[src/suc_pkg.sv]
package suc_pkg;
    localparam logic [7:0] OFS_FORMAT = 8'h00, OFS_BAUD = 8'h04, OFS_CTL = 8'h08;
    localparam logic [7:0] OFS_STATUS = 8'h0C, OFS_TXHOLD = 8'h10, OFS_RXHOLD = 8'h14;
    localparam logic [7:0] OFS_BITORD = 8'h18, OFS_PORT = 8'h1C, OFS_MSTOP = 8'h20;
    localparam int FMT_SYNC = 0, FMT_PAR_EN = 1, FMT_PAR_ODD = 2;
    localparam int CTL_TXE_IE = 7, CTL_TX_ON = 5, CTL_RX_ON = 4, CTL_TXD_IE = 2;
    localparam int CTL_CK_HI = 1, CTL_CK_LO = 0;
    localparam int ST_TX_HOLD_EMPTY_FLAG = 7, ST_RDRF = 6, ST_OVERRUN_ERR_FLAG = 5, ST_FER = 4, ST_PER = 3;
    localparam int ST_TEND = 2, ST_RFLT = 1;
    localparam int PT_TXD_DIR = 0, PT_TXD_LVL = 1, PT_SCK_DIR = 2, PT_SCK_LVL = 3;
    localparam int PT_TXD_SENSE = 4, PT_SCK_SENSE = 5, BO_MSB = 0, MS_STOP = 0;
    localparam logic [7:0] FORMAT_RST = 8'h00, BAUD_RST = 8'hFF, CTL_RST = 8'h00;
    localparam logic [7:0] BITORD_RST = 8'h00, HOLD_RST = 8'h00;
    localparam logic [3:0] PORT_RST = 4'h0;
    localparam logic MSTOP_RST = 1'h1;
    localparam logic [3:0] DATA_BITS = 4'h8;
    typedef enum logic [1:0] {TX_IDLE, TX_SHIFT} suc_tx_st_t;
    typedef enum logic [1:0] {RX_IDLE, RX_START, RX_BITS} suc_rx_st_t;
endpackage

[src/suc_if.sv]
`timescale 1ns/1ps
interface suc_if;
    logic       sync_mode;
    logic       par_en;
    logic       par_odd;
    logic       msb_first;
    logic [7:0] div;
    logic       tx_clr;
    logic       tx_start;
    logic [7:0] tx_data;
    logic       tx_busy;
    logic       txd;
    logic       sck;
    logic       sck_rise;
    logic       rx_clr;
    logic       rx_on;
    logic       rxd;
    logic       rx_valid;
    logic       rx_perr;
    logic       rx_ferr;
    logic [7:0] rx_data;
    modport core(output sync_mode, par_en, par_odd, msb_first, div, tx_clr, tx_start, tx_data,
                 rx_clr, rx_on, rxd, input tx_busy, txd, sck, rx_valid, rx_perr, rx_ferr, rx_data);
    modport tx(input sync_mode, par_en, par_odd, msb_first, div, tx_clr, tx_start, tx_data,
               output tx_busy, txd, sck, sck_rise);
    modport rx(input sync_mode, par_en, par_odd, msb_first, div, rx_clr, rx_on, rxd, sck_rise,
               output rx_valid, rx_perr, rx_ferr, rx_data);
endinterface

[src/suc_rx.sv]
`timescale 1ns/1ps
module suc_rx import suc_pkg::*; (
    input wire logic pclk,
    input wire logic presetn,
    suc_if.rx        b
);
    suc_rx_st_t st_r;
    logic [8:0] hc_r;
    logic [9:0] sh_r;
    logic [3:0] cnt_r;
    logic       valid_r;
    logic       perr_r;
    logic       ferr_r;
    logic [7:0] data_r;
    logic [3:0] nbits;
    logic       samp;
    logic       last;
    logic [9:0] sh_n;
    logic [7:0] dat;
    logic [7:0] dat_rev;

    assign nbits = b.sync_mode ? DATA_BITS : DATA_BITS + {3'h0, b.par_en} + 4'h1;
    assign samp = b.sync_mode ? b.sck_rise : (hc_r == 9'h000);
    assign sh_n = {b.rxd, sh_r[9:1]};
    assign last = (st_r == RX_BITS) & samp & (cnt_r == 4'h1);
    assign dat = b.sync_mode ? sh_n[9:2] : (b.par_en ? sh_n[7:0] : sh_n[8:1]);
    assign dat_rev = {<<{dat}};
    assign b.rx_valid = valid_r;
    assign b.rx_perr = perr_r;
    assign b.rx_ferr = ferr_r;
    assign b.rx_data = data_r;

    always_ff @(posedge pclk or negedge presetn) begin
        if (!presetn) begin
            st_r <= RX_IDLE;
            hc_r <= 9'h000;
            sh_r <= 10'h000;
            cnt_r <= 4'h0;
            valid_r <= 1'h0;
            perr_r <= 1'h0;
            ferr_r <= 1'h0;
            data_r <= 8'h00;
        end else begin
            valid_r <= last;
            ferr_r <= last & ~b.sync_mode & ~sh_n[9];
            perr_r <= last & ~b.sync_mode & b.par_en & ((^{dat, sh_n[8]}) != b.par_odd);
            if (last) begin
                data_r <= b.msb_first ? dat_rev : dat;
            end
            if (b.rx_clr | ~b.rx_on) begin
                st_r <= RX_IDLE;
            end else begin
                case (st_r)
                    RX_IDLE: begin
                        cnt_r <= nbits;
                        if (b.sync_mode) begin
                            st_r <= RX_BITS;
                        // a held low line restarts at once
                        end else if (!b.rxd) begin
                            st_r <= RX_START;
                            hc_r <= {1'h0, b.div};
                        end
                    end
                    RX_START: begin
                        hc_r <= hc_r - 9'h001;
                        if (hc_r == 9'h000) begin
                            st_r <= b.rxd ? RX_IDLE : RX_BITS;
                            hc_r <= {b.div, 1'h1};
                        end
                    end
                    default: begin
                        hc_r <= (hc_r == 9'h000) ? {b.div, 1'h1} : hc_r - 9'h001;
                        if (samp) begin
                            sh_r <= sh_n;
                            cnt_r <= cnt_r - 4'h1;
                            if (cnt_r == 4'h1) begin
                                st_r <= RX_IDLE;
                            end
                        end
                    end
                endcase
            end
        end
    end
endmodule

[src/suc_top.sv]
`timescale 1ns/1ps
module suc_top import suc_pkg::*; (
    input  wire logic        pclk,
    input  wire logic        presetn,
    input  wire logic        psel,
    input  wire logic        penable,
    input  wire logic        pwrite,
    input  wire logic [11:0] paddr,
    input  wire logic [31:0] pwdata,
    output logic      [31:0] prdata,
    output logic             pready,
    output logic             pslverr,
    input  wire logic        standby,
    input  wire logic        rxd,
    input  wire logic        txd_sense,
    output logic             txd,
    output logic             txd_oe,
    input  wire logic        sck_sense,
    output logic             sck,
    output logic             sck_oe
);
    suc_if b();

    logic [7:0]  fmt_r;
    logic [7:0]  baud_r;
    logic [7:0]  ctl_r;
    logic [7:0]  bitord_r;
    logic [3:0]  port_r;
    logic        mstop_r;
    logic [7:0]  tx_hold_r;
    logic [7:0]  rx_hold_r;
    logic        tx_hold_empty_flag_r;
    logic        rdrf_r;
    logic        overrun_err_flag_r;
    logic        fer_r;
    logic        per_r;
    logic        rflt_r;
    logic        tend_r;
    logic [31:0] prdata_r;
    logic        pready_r;
    logic        pslverr_r;
    logic        txd_r;
    logic        txd_oe_r;
    logic        sck_r;
    logic        sck_oe_r;
    logic [8:0]  pulse_r;

    logic        setup;
    logic        acc;
    logic        wr;
    logic        hit_fmt;
    logic        hit_baud;
    logic        hit_ctl;
    logic        hit_st;
    logic        hit_txh;
    logic        hit_rxh;
    logic        hit_bo;
    logic        hit_port;
    logic        hit_ms;
    logic        mapped;
    logic        blocked;
    logic        wr_ok;
    logic        lp;
    logic        tx_on;
    logic        rx_on;
    logic        sync;
    logic        ck_hi;
    logic        rx_err;
    logic        start;
    logic        st_clr_wr;
    logic        rx_store;
    logic        sck_int;
    logic        pulse_act;
    logic        trig;
    logic [7:0]  st_v;
    logic [7:0]  pt_v;
    logic [7:0]  rd_byte;
    logic        tx_hold_empty_flag_nxt;
    logic        rdrf_nxt;
    logic        overrun_err_flag_nxt;
    logic        fer_nxt;
    logic        per_nxt;
    logic        rflt_nxt;
    logic        txd_nxt;
    logic        txd_oe_nxt;
    logic        sck_nxt;
    logic        sck_oe_nxt;
    logic [8:0]  pulse_nxt;

    // Zero-wait slave: pready rises in the access cycle
    assign setup = psel & ~penable;
    assign acc = psel & penable & pready_r;
    assign hit_fmt = (paddr == {4'h0, OFS_FORMAT});
    assign hit_baud = (paddr == {4'h0, OFS_BAUD});
    assign hit_ctl = (paddr == {4'h0, OFS_CTL});
    assign hit_st = (paddr == {4'h0, OFS_STATUS});
    assign hit_txh = (paddr == {4'h0, OFS_TXHOLD});
    assign hit_rxh = (paddr == {4'h0, OFS_RXHOLD});
    assign hit_bo = (paddr == {4'h0, OFS_BITORD});
    assign hit_port = (paddr == {4'h0, OFS_PORT});
    assign hit_ms = (paddr == {4'h0, OFS_MSTOP});
    assign mapped = hit_fmt | hit_baud | hit_ctl | hit_st | hit_txh | hit_rxh | hit_bo
                  | hit_port | hit_ms;
    // only the stop register is reachable while stopped
    assign blocked = mstop_r & ~hit_ms;
    assign wr = acc & pwrite;
    assign wr_ok = wr & mapped & ~blocked;

    assign lp = mstop_r | standby;
    assign tx_on = ctl_r[CTL_TX_ON];
    assign rx_on = ctl_r[CTL_RX_ON];
    assign sync = fmt_r[FMT_SYNC];
    assign ck_hi = ctl_r[CTL_CK_HI];
    assign rx_err = overrun_err_flag_r | fer_r | rflt_r;
    // synchronous transmit waits for clean overrun, framing and break flags
    assign start = tx_on & ~lp & ~tx_hold_empty_flag_r & ~b.tx_busy & ~(sync & rx_err);
    assign st_clr_wr = wr_ok & hit_st;
    assign rx_store = b.rx_valid & ~rdrf_r;

    assign st_v = {tx_hold_empty_flag_r, rdrf_r, overrun_err_flag_r, fer_r, per_r, tend_r, rflt_r, 1'h0};
    assign pt_v = {2'h0, sck_sense, txd_sense, port_r};
    assign rd_byte = blocked ? 8'h00
                   : hit_fmt ? fmt_r
                   : hit_baud ? baud_r
                   : hit_ctl ? ctl_r
                   : hit_st ? st_v
                   : hit_txh ? tx_hold_r
                   : hit_rxh ? rx_hold_r
                   : hit_bo ? bitord_r
                   : hit_port ? pt_v
                   : hit_ms ? {7'h00, mstop_r}
                   : 8'h00;

    // low power resets status; hardware sets win over software clears
    assign tx_hold_empty_flag_nxt = lp | start | (tx_hold_empty_flag_r & ~(st_clr_wr & ~pwdata[ST_TX_HOLD_EMPTY_FLAG]));
    assign rdrf_nxt = ~lp & (rx_store | (rdrf_r & ~(st_clr_wr & ~pwdata[ST_RDRF])));
    assign overrun_err_flag_nxt = ~lp & ((b.rx_valid & rdrf_r) | (overrun_err_flag_r & ~(st_clr_wr & ~pwdata[ST_OVERRUN_ERR_FLAG])));
    // a repeated break frame re-sets the flag
    assign fer_nxt = ~lp & ((b.rx_valid & b.rx_ferr) | (fer_r & ~(st_clr_wr & ~pwdata[ST_FER])));
    // parity may flag on a break as well
    assign per_nxt = ~lp & ((b.rx_valid & b.rx_perr) | (per_r & ~(st_clr_wr & ~pwdata[ST_PER])));
    assign rflt_nxt = ~lp & ((b.rx_valid & b.rx_ferr & (b.rx_data == 8'h00))
                    | (rflt_r & ~(st_clr_wr & ~pwdata[ST_RFLT])));

    // disabled transmitter leaves the pin to port settings
    assign txd_nxt = tx_on ? b.txd : port_r[PT_TXD_LVL];
    assign txd_oe_nxt = tx_on | port_r[PT_TXD_DIR];
    // Upper clock function set means an outside clock, so the pin is left to port settings
    assign sck_int = sync & ~ck_hi;
    assign pulse_act = (pulse_r != 9'h000);
    // leaving synchronous select with our clock on the pin
    assign trig = wr_ok & hit_fmt & sync & ~pwdata[FMT_SYNC] & ~ck_hi;
    assign pulse_nxt = trig ? {1'h0, baud_r} + 9'h001 : (pulse_act ? pulse_r - 9'h001 : 9'h000);
    assign sck_nxt = pulse_act ? 1'h0 : (sck_int ? b.sck : port_r[PT_SCK_LVL]);
    assign sck_oe_nxt = pulse_act | sck_int | port_r[PT_SCK_DIR];

    assign b.sync_mode = sync;
    assign b.par_en = fmt_r[FMT_PAR_EN];
    assign b.par_odd = fmt_r[FMT_PAR_ODD];
    assign b.msb_first = bitord_r[BO_MSB];
    assign b.div = baud_r;
    // clearing transmit enable resets the shifter at once
    assign b.tx_clr = ~tx_on | lp;
    assign b.tx_start = start;
    assign b.tx_data = tx_hold_r;
    assign b.rx_clr = lp;
    assign b.rx_on = rx_on;
    assign b.rxd = rxd;

    suc_tx u_tx (
        .pclk    (pclk),
        .presetn (presetn),
        .b       (b.tx)
    );

    suc_rx u_rx (
        .pclk    (pclk),
        .presetn (presetn),
        .b       (b.rx)
    );

    always_ff @(posedge pclk or negedge presetn) begin
        if (!presetn) begin
            pready_r <= 1'h0;
            pslverr_r <= 1'h0;
            prdata_r <= 32'h0000_0000;
        end else begin
            pready_r <= setup;
            pslverr_r <= setup & (~mapped | blocked);
            prdata_r <= (setup & ~pwrite) ? {24'h00_0000, rd_byte} : 32'h0000_0000;
        end
    end

    always_ff @(posedge pclk or negedge presetn) begin
        if (!presetn) begin
            mstop_r <= MSTOP_RST;
        end else if (wr_ok & hit_ms) begin
            mstop_r <= pwdata[MS_STOP];
        end
    end

    // Config writes are taken even when enabled; the unit does not police them
    always_ff @(posedge pclk or negedge presetn) begin
        if (!presetn) begin
            fmt_r <= FORMAT_RST;
            baud_r <= BAUD_RST;
            ctl_r <= CTL_RST;
            bitord_r <= BITORD_RST;
            port_r <= PORT_RST;
        end else begin
            if (wr_ok & hit_fmt) begin
                fmt_r <= pwdata[7:0];
            end
            if (wr_ok & hit_baud) begin
                baud_r <= pwdata[7:0];
            end
            // clearing receive enable touches no flag
            if (wr_ok & hit_ctl) begin
                ctl_r <= pwdata[7:0];
            end
            if (wr_ok & hit_bo) begin
                bitord_r <= pwdata[7:0];
            end
            if (wr_ok & hit_port) begin
                port_r <= pwdata[3:0];
            end
        end
    end

    always_ff @(posedge pclk or negedge presetn) begin
        if (!presetn) begin
            tx_hold_r <= HOLD_RST;
            rx_hold_r <= HOLD_RST;
        end else if (lp) begin
            tx_hold_r <= HOLD_RST;
            rx_hold_r <= HOLD_RST;
        end else begin
            // overwrite allowed; unsent byte is lost
            if (wr_ok & hit_txh) begin
                tx_hold_r <= pwdata[7:0];
            end
            if (rx_store) begin
                rx_hold_r <= b.rx_data;
            end
        end
    end

    always_ff @(posedge pclk or negedge presetn) begin
        if (!presetn) begin
            tx_hold_empty_flag_r <= 1'h1;
            rdrf_r <= 1'h0;
            overrun_err_flag_r <= 1'h0;
            fer_r <= 1'h0;
            per_r <= 1'h0;
            rflt_r <= 1'h0;
            tend_r <= 1'h1;
        end else begin
            tx_hold_empty_flag_r <= tx_hold_empty_flag_nxt;
            rdrf_r <= rdrf_nxt;
            overrun_err_flag_r <= overrun_err_flag_nxt;
            fer_r <= fer_nxt;
            per_r <= per_nxt;
            rflt_r <= rflt_nxt;
            tend_r <= tx_hold_empty_flag_nxt & ~b.tx_busy & ~start;
        end
    end

    always_ff @(posedge pclk or negedge presetn) begin
        if (!presetn) begin
            txd_r <= 1'h1;
            txd_oe_r <= 1'h0;
            sck_r <= 1'h1;
            sck_oe_r <= 1'h0;
            pulse_r <= 9'h000;
        end else begin
            txd_r <= txd_nxt;
            txd_oe_r <= txd_oe_nxt;
            sck_r <= sck_nxt;
            sck_oe_r <= sck_oe_nxt;
            pulse_r <= pulse_nxt;
        end
    end

    assign prdata = prdata_r;
    assign pready = pready_r;
    assign pslverr = pslverr_r;
    assign txd = txd_r;
    assign txd_oe = txd_oe_r;
    assign sck = sck_r;
    assign sck_oe = sck_oe_r;
endmodule

[src/suc_tx.sv]
`timescale 1ns/1ps
module suc_tx import suc_pkg::*; (
    input wire logic pclk,
    input wire logic presetn,
    suc_if.tx        b
);
    suc_tx_st_t  st_r;
    logic [7:0]  hc_r;
    logic        ph_r;
    logic        rise_r;
    logic [10:0] sh_r;
    logic [3:0]  cnt_r;
    logic [7:0]  d;
    logic [7:0]  d_rev;
    logic [10:0] frame;
    logic [3:0]  nbits;
    logic        hend;

    assign d_rev = {<<{b.tx_data}};
    assign d = b.msb_first ? d_rev : b.tx_data;
    assign frame = b.sync_mode ? {3'h7, d}
                 : (b.par_en ? {1'h1, ^d ^ b.par_odd, d, 1'h0} : {2'h3, d, 1'h0});
    assign nbits = b.sync_mode ? DATA_BITS : DATA_BITS + {3'h0, b.par_en} + 4'h2;
    assign hend = (hc_r == 8'h00);
    assign b.tx_busy = (st_r == TX_SHIFT);
    assign b.txd = b.tx_busy ? sh_r[0] : 1'h1;
    // Clock idles high; low in the first half of each bit
    assign b.sck = (b.tx_busy & b.sync_mode) ? ph_r : 1'h1;
    assign b.sck_rise = rise_r;

    always_ff @(posedge pclk or negedge presetn) begin
        if (!presetn) begin
            st_r <= TX_IDLE;
            hc_r <= 8'h00;
            ph_r <= 1'h0;
            rise_r <= 1'h0;
            sh_r <= 11'h7FF;
            cnt_r <= 4'h0;
        end else if (b.tx_clr) begin
            st_r <= TX_IDLE;
            hc_r <= 8'h00;
            ph_r <= 1'h0;
            rise_r <= 1'h0;
            sh_r <= 11'h7FF;
            cnt_r <= 4'h0;
        end else begin
            rise_r <= 1'h0;
            case (st_r)
                TX_IDLE: begin
                    if (b.tx_start) begin
                        st_r <= TX_SHIFT;
                        sh_r <= frame;
                        cnt_r <= nbits;
                        hc_r <= b.div;
                        ph_r <= 1'h0;
                    end
                end
                default: begin
                    hc_r <= hend ? b.div : hc_r - 8'h01;
                    if (hend) begin
                        ph_r <= ~ph_r;
                        rise_r <= ~ph_r & b.sync_mode;
                    end
                    if (hend & ph_r) begin
                        sh_r <= {1'h1, sh_r[10:1]};
                        cnt_r <= cnt_r - 4'h1;
                        if (cnt_r == 4'h1) begin
                            st_r <= TX_IDLE;
                        end
                    end
                end
            endcase
        end
    end
endmodule

[config.mk]
export PLATFORM = sky130hd
export DESIGN_NAME = suc_top
export DESIGN_NICKNAME = d
export VERILOG_FILES = /design/src/suc_pkg.sv /design/src/suc_if.sv /design/src/suc_rx.sv /design/src/suc_top.sv /design/src/suc_tx.sv
export SDC_FILE = /design/constraint.sdc
export NUM_CORES = 1
export LEC_CHECK = 0
export BUFFER_PORTS_ARGS = -buffer_cell sky130_fd_sc_hd__buf_2
export CORE_MARGIN = 4
export CORE_UTILIZATION = 46
export DETAILED_ROUTE_END_ITERATION = 7
export PLACE_DENSITY_LB_ADDON = 0.25
export SKIP_LAST_GASP = 1
export SLEW_MARGIN = 15
export SYNTH_ARGS = -nofsm -noshare
export SYNTH_HDL_FRONTEND = slang
export SYNTH_SLANG_ARGS = --single-unit
[constraint.sdc]
create_clock -name pclk -period 3.12 [get_ports pclk]
set_input_delay 0.156 -clock pclk [delete_from_list [all_inputs] [get_ports pclk]]
set_output_delay 0.156 -clock pclk [all_outputs]
set_load 0.05 [all_outputs]
==> results.yml <==
sta:
  setup_ws_ps: 439
  maxSlewViolCount: 0
  report.final.setup_viol: 0
  fin_worst_skew_ps: 7.82
  timing.max_slew.rel_slack_pct: 29.2
  setup_tns_ps: 0
  timing.final.crit_period_ps: 2680
  max_slew.worst_pin.slew_ps: 1060
  final-hold-violation-count: 0
  max_clock_freq_mhz: 373
  grt_setup_unrepaired: "no"
  final_min_period_over_clock_period_pct: 85.9
setup_path:
  worst_path_largest_cell_delay_ps: 500
  crit_path_start_kind: "flip-flop"
  r2r-start: "u_rx.hc_r[0]$_DFFE_PN0P_"
  cp_data_required_time_ps: 3430
  cp-end-kind: "flip-flop"
  timing.reg2reg.worst_path_depth: 8
  r2r_setup_slack_ps: 440
  critPathMaxFanout: 15
  critical_path.slowest_cell: "or3b_1"
  capture_instance_of_the_worst_register_to_register_path: "u_rx.b.rx_data[7]$_DFFE_PN0P_"
  critical_path.cell_chain: "inv_1 -> ha_1 -> or3b_1 -> o41ai_4 -> nand3_2 -> nor3_2 -> buf_4 -> mux2_2"
  setup.worst_path.class: "reg -> reg"
  worst-endpoint-arrival_ps: 2990
die:
  io-pin-count: 91
  floorplan.core_area_um2: 17400
  die_area_um2: 20000
  rows: 48
  height_of_the_die_um: 142
  die_extent_in_x_um: 142
  effective_utilization_at_floorplan_pct: 47.2
cts:
  clk_pin_slew_worst_paths_ps: 60
  cts_max_level: 4
  hold_buffers: 1
  clock_latency_at_the_later_pin_of_the_worst_skew_pair_ps: 430
  clock_tree_from_tritoncts: "built"
  cts_repair_resize_count: 0
  post_cts_repair_timing_setup_buffer_count: 0
  clock_root_cell: "clkbuf_16"
  cts.sinks: 143
  clk_path_buf_depth: 2
  tritoncts.num_buffers: 17
global_routing:
  globalRouteOverflowTotal: 0
  grt_start_max_net_pins: 70
  grt_pass1_vias: 6229
  grt_antenna_before_repair: 0
  gr-usage-all-layers_pct: 21.4
  wire_length_of_the_first_global_routing_pass_mm: 33.7
routing:
  routedWlPerCell_um: 18.6
  antenna_violating_nets_post_route: 0
  detailed_route_via_count: 6410
  drt_iter0_markers: 518
  detailedRoute.firstPassIterationCount: 5
  drt_drc_violations_left: 0
  drt_wl_total_mm: 20.8
  via_per_inst: 5.72
synthesis:
  synthesis.area_per_instance_um2: 9.71
  yosysWarningCount: 0
  synth_area_leader_cell: "dfrtp_1"
  synth_seq_area_share_pct: 44.0
  synth-async-reset-ratio_pct: 100
  dominantRegCellSynth: "dfrtp_1"
  synthMostInstantiatedCell: "dfrtp_1"
  synth-seq-cells: 143
  yosysTopAreaCellShare_pct: 36.6
  synth_cell_type_count: 75
  synth_edf_count: 0
  number_of_instances_in_the_synthesized_netlist: 844
  synthesis.area_um2: 8200
  synthTopCellsByCount: "dfrtp_1 (120), nor2_1 (96), nand2_1 (77)"
  synth_top_cells_by_area: "dfrtp_1 (37%), mux2_2 (8.5%), dfstp_2 (7.4%), mux2i_1 (4.6%), nor2_1 (4.4%)"
place:
  dpl-instance-area_um2: 8600
  place_congestion: 0.912
  port-buffer-count: 42
  place.detailed.hpwl_mm: 14.9
  place_worst_setup_slack_ps: 464
power:
  switching_share_pct: 26.4
  p_sw_mw: 1.17
  power.combinational.fraction_pct: 9.5
  static-leakage-power_nw: 3.95
  pwr_density_cell_nw_per_um2: 480
  total_power_mw: 4.42
  pwr-share-clk_pct: 45.2
  sequentialPowerShare_pct: 45.3
  cellInternalPower_mw: 3.25
  max-vdd-ir-drop_v: 0.000408
finish:
  synthesis_to_layout_area_growth_pct: 12.2
  drive_gt1_share_pct: 23.2
  layout_cell_area_excl_fill_um2: 9200
  n_diodes: 0
  finalNetCount: 944
worst_hold_path:
  hold_path_end: "pready$_DFF_PN0_"
  min_delay_path_depth: 3
  hold_class: "in -> reg"
  min_from: "psel"
job:
  timing.max_cap.violations: 0
run_status:
  run_status: "finished clean"
-- flip-flops by register name (all words and copies together), names as in the netlist, 4 cells and up --
signal and flops:
port_r 4, ctl_r 8, fmt_r 8, u_rx.b.rx_data 8, u_tx.sh_r 10, u_tx.hc_r 8, rx_hold_r 8, prdata 8
bitord_r 8, b.div 8, u_rx.cnt_r 4, u_rx.sh_r 9, u_tx.cnt_r 4, u_rx.hc_r 9, b.tx_data 8, pulse_r 9
-- worst max path at each step --
stage                                        start                             to  slack (ps)  cells past startpoint
after floorplan           u_rx.hc_r[0]$_DFFE_PN0P_  u_rx.b.rx_data[0]$_DFFE_PN0P_         670                      8
after global placement    u_rx.hc_r[0]$_DFFE_PN0P_  u_rx.b.rx_data[1]$_DFFE_PN0P_         510                      8
after detailed placement  u_rx.hc_r[0]$_DFFE_PN0P_  u_rx.b.rx_data[7]$_DFFE_PN0P_         460                      8
after CTS                 u_rx.hc_r[0]$_DFFE_PN0P_  u_rx.b.rx_data[7]$_DFFE_PN0P_         450                      8
after global routing      u_rx.hc_r[0]$_DFFE_PN0P_  u_rx.b.rx_data[7]$_DFFE_PN0P_         280                      8
final                     u_rx.hc_r[0]$_DFFE_PN0P_  u_rx.b.rx_data[7]$_DFFE_PN0P_         440                      8
-- cell type report --
class | instances | area, um^2
well taps | 225 | 282
repair buffers | 64 | 384
inverters | 24 | 90.1
fillers | 1611 | 8160
clock buffers | 21 | 480
clock inverters | 11 | 108
multi-input cells | 632 | 4250
flip-flops and latches | 143 | 3610
-- placed cells by master (no fill, tap or decap), types with 23 or more instances in the layout --
cell type and n:
mux2i_1 38, inv_1 23, buf_2 41, dfrtp_1 120, conb_1 24, dfstp_2 23
nor2_1 96, nand2_1 77, mux2_2 62, o21ai_0 49, a21oi_1 61
-- power by group through the flow --
stage	Sequential, mW	Combinational (mW)	Clock [mW]
CTS	2.00	0.422	2.03
finish	2.00	0.420	1.99
global placement	2.03	0.415	0
detailed placement	2.03	0.419	0
global route	2.01	0.470	2.13
floorplan	2.01	0.314	0
-- cell families (layout without fill, tap and decap cells) --
logic type / count (synthesis) / count (layout) / synth area share [%]
simple gates: 268 / 268 / 15.8
compound gates: 192 / 192 / 15.1
flops: 143 / 143 / 44.0
xor+xnor: 33 / 33 / 3.69
mux: 106 / 106 / 14.7
other cells: 1 / 24 / 0.0457
fa+ha+maj: 9 / 9 / 1.37
buf+inv: 92 / 120 / 5.36
-- through the flow --
stage,util [%],cells,hold slack (ps)
floorplan,-,867,-140
global placement,49.5,1087,189
detailed placement,49.5,1087,193
CTS,53.0,1120,16.9
global route,53.0,1120,47.1
finish,53.0,1120,33.4
-- critical path, delay by kind of cell (launching register included) --
kind | cells | cell delay [ps]
multiplexers | 1 | 350
adder cells (fa/ha/maj) | 1 | 200
buffers and inverters | 2 | 310
AND/OR/NAND/NOR | 3 | 810
flip-flops | 1 | 400
AO/OA/AOI/OAI | 1 | 480
-- routing by layer --
layer  GRT usage, %  up-vias  part of all wire [%]  wire, um
met5              0        -                     0         0
met4           7.12        0                   2.6       535
met3           4.55       40                   5.5      1150
met2           33.3      208                    46      9580
met1           29.8     3124                    46      9560
li1               -     3038                     -         -
(Power assumes the default switching activity.)
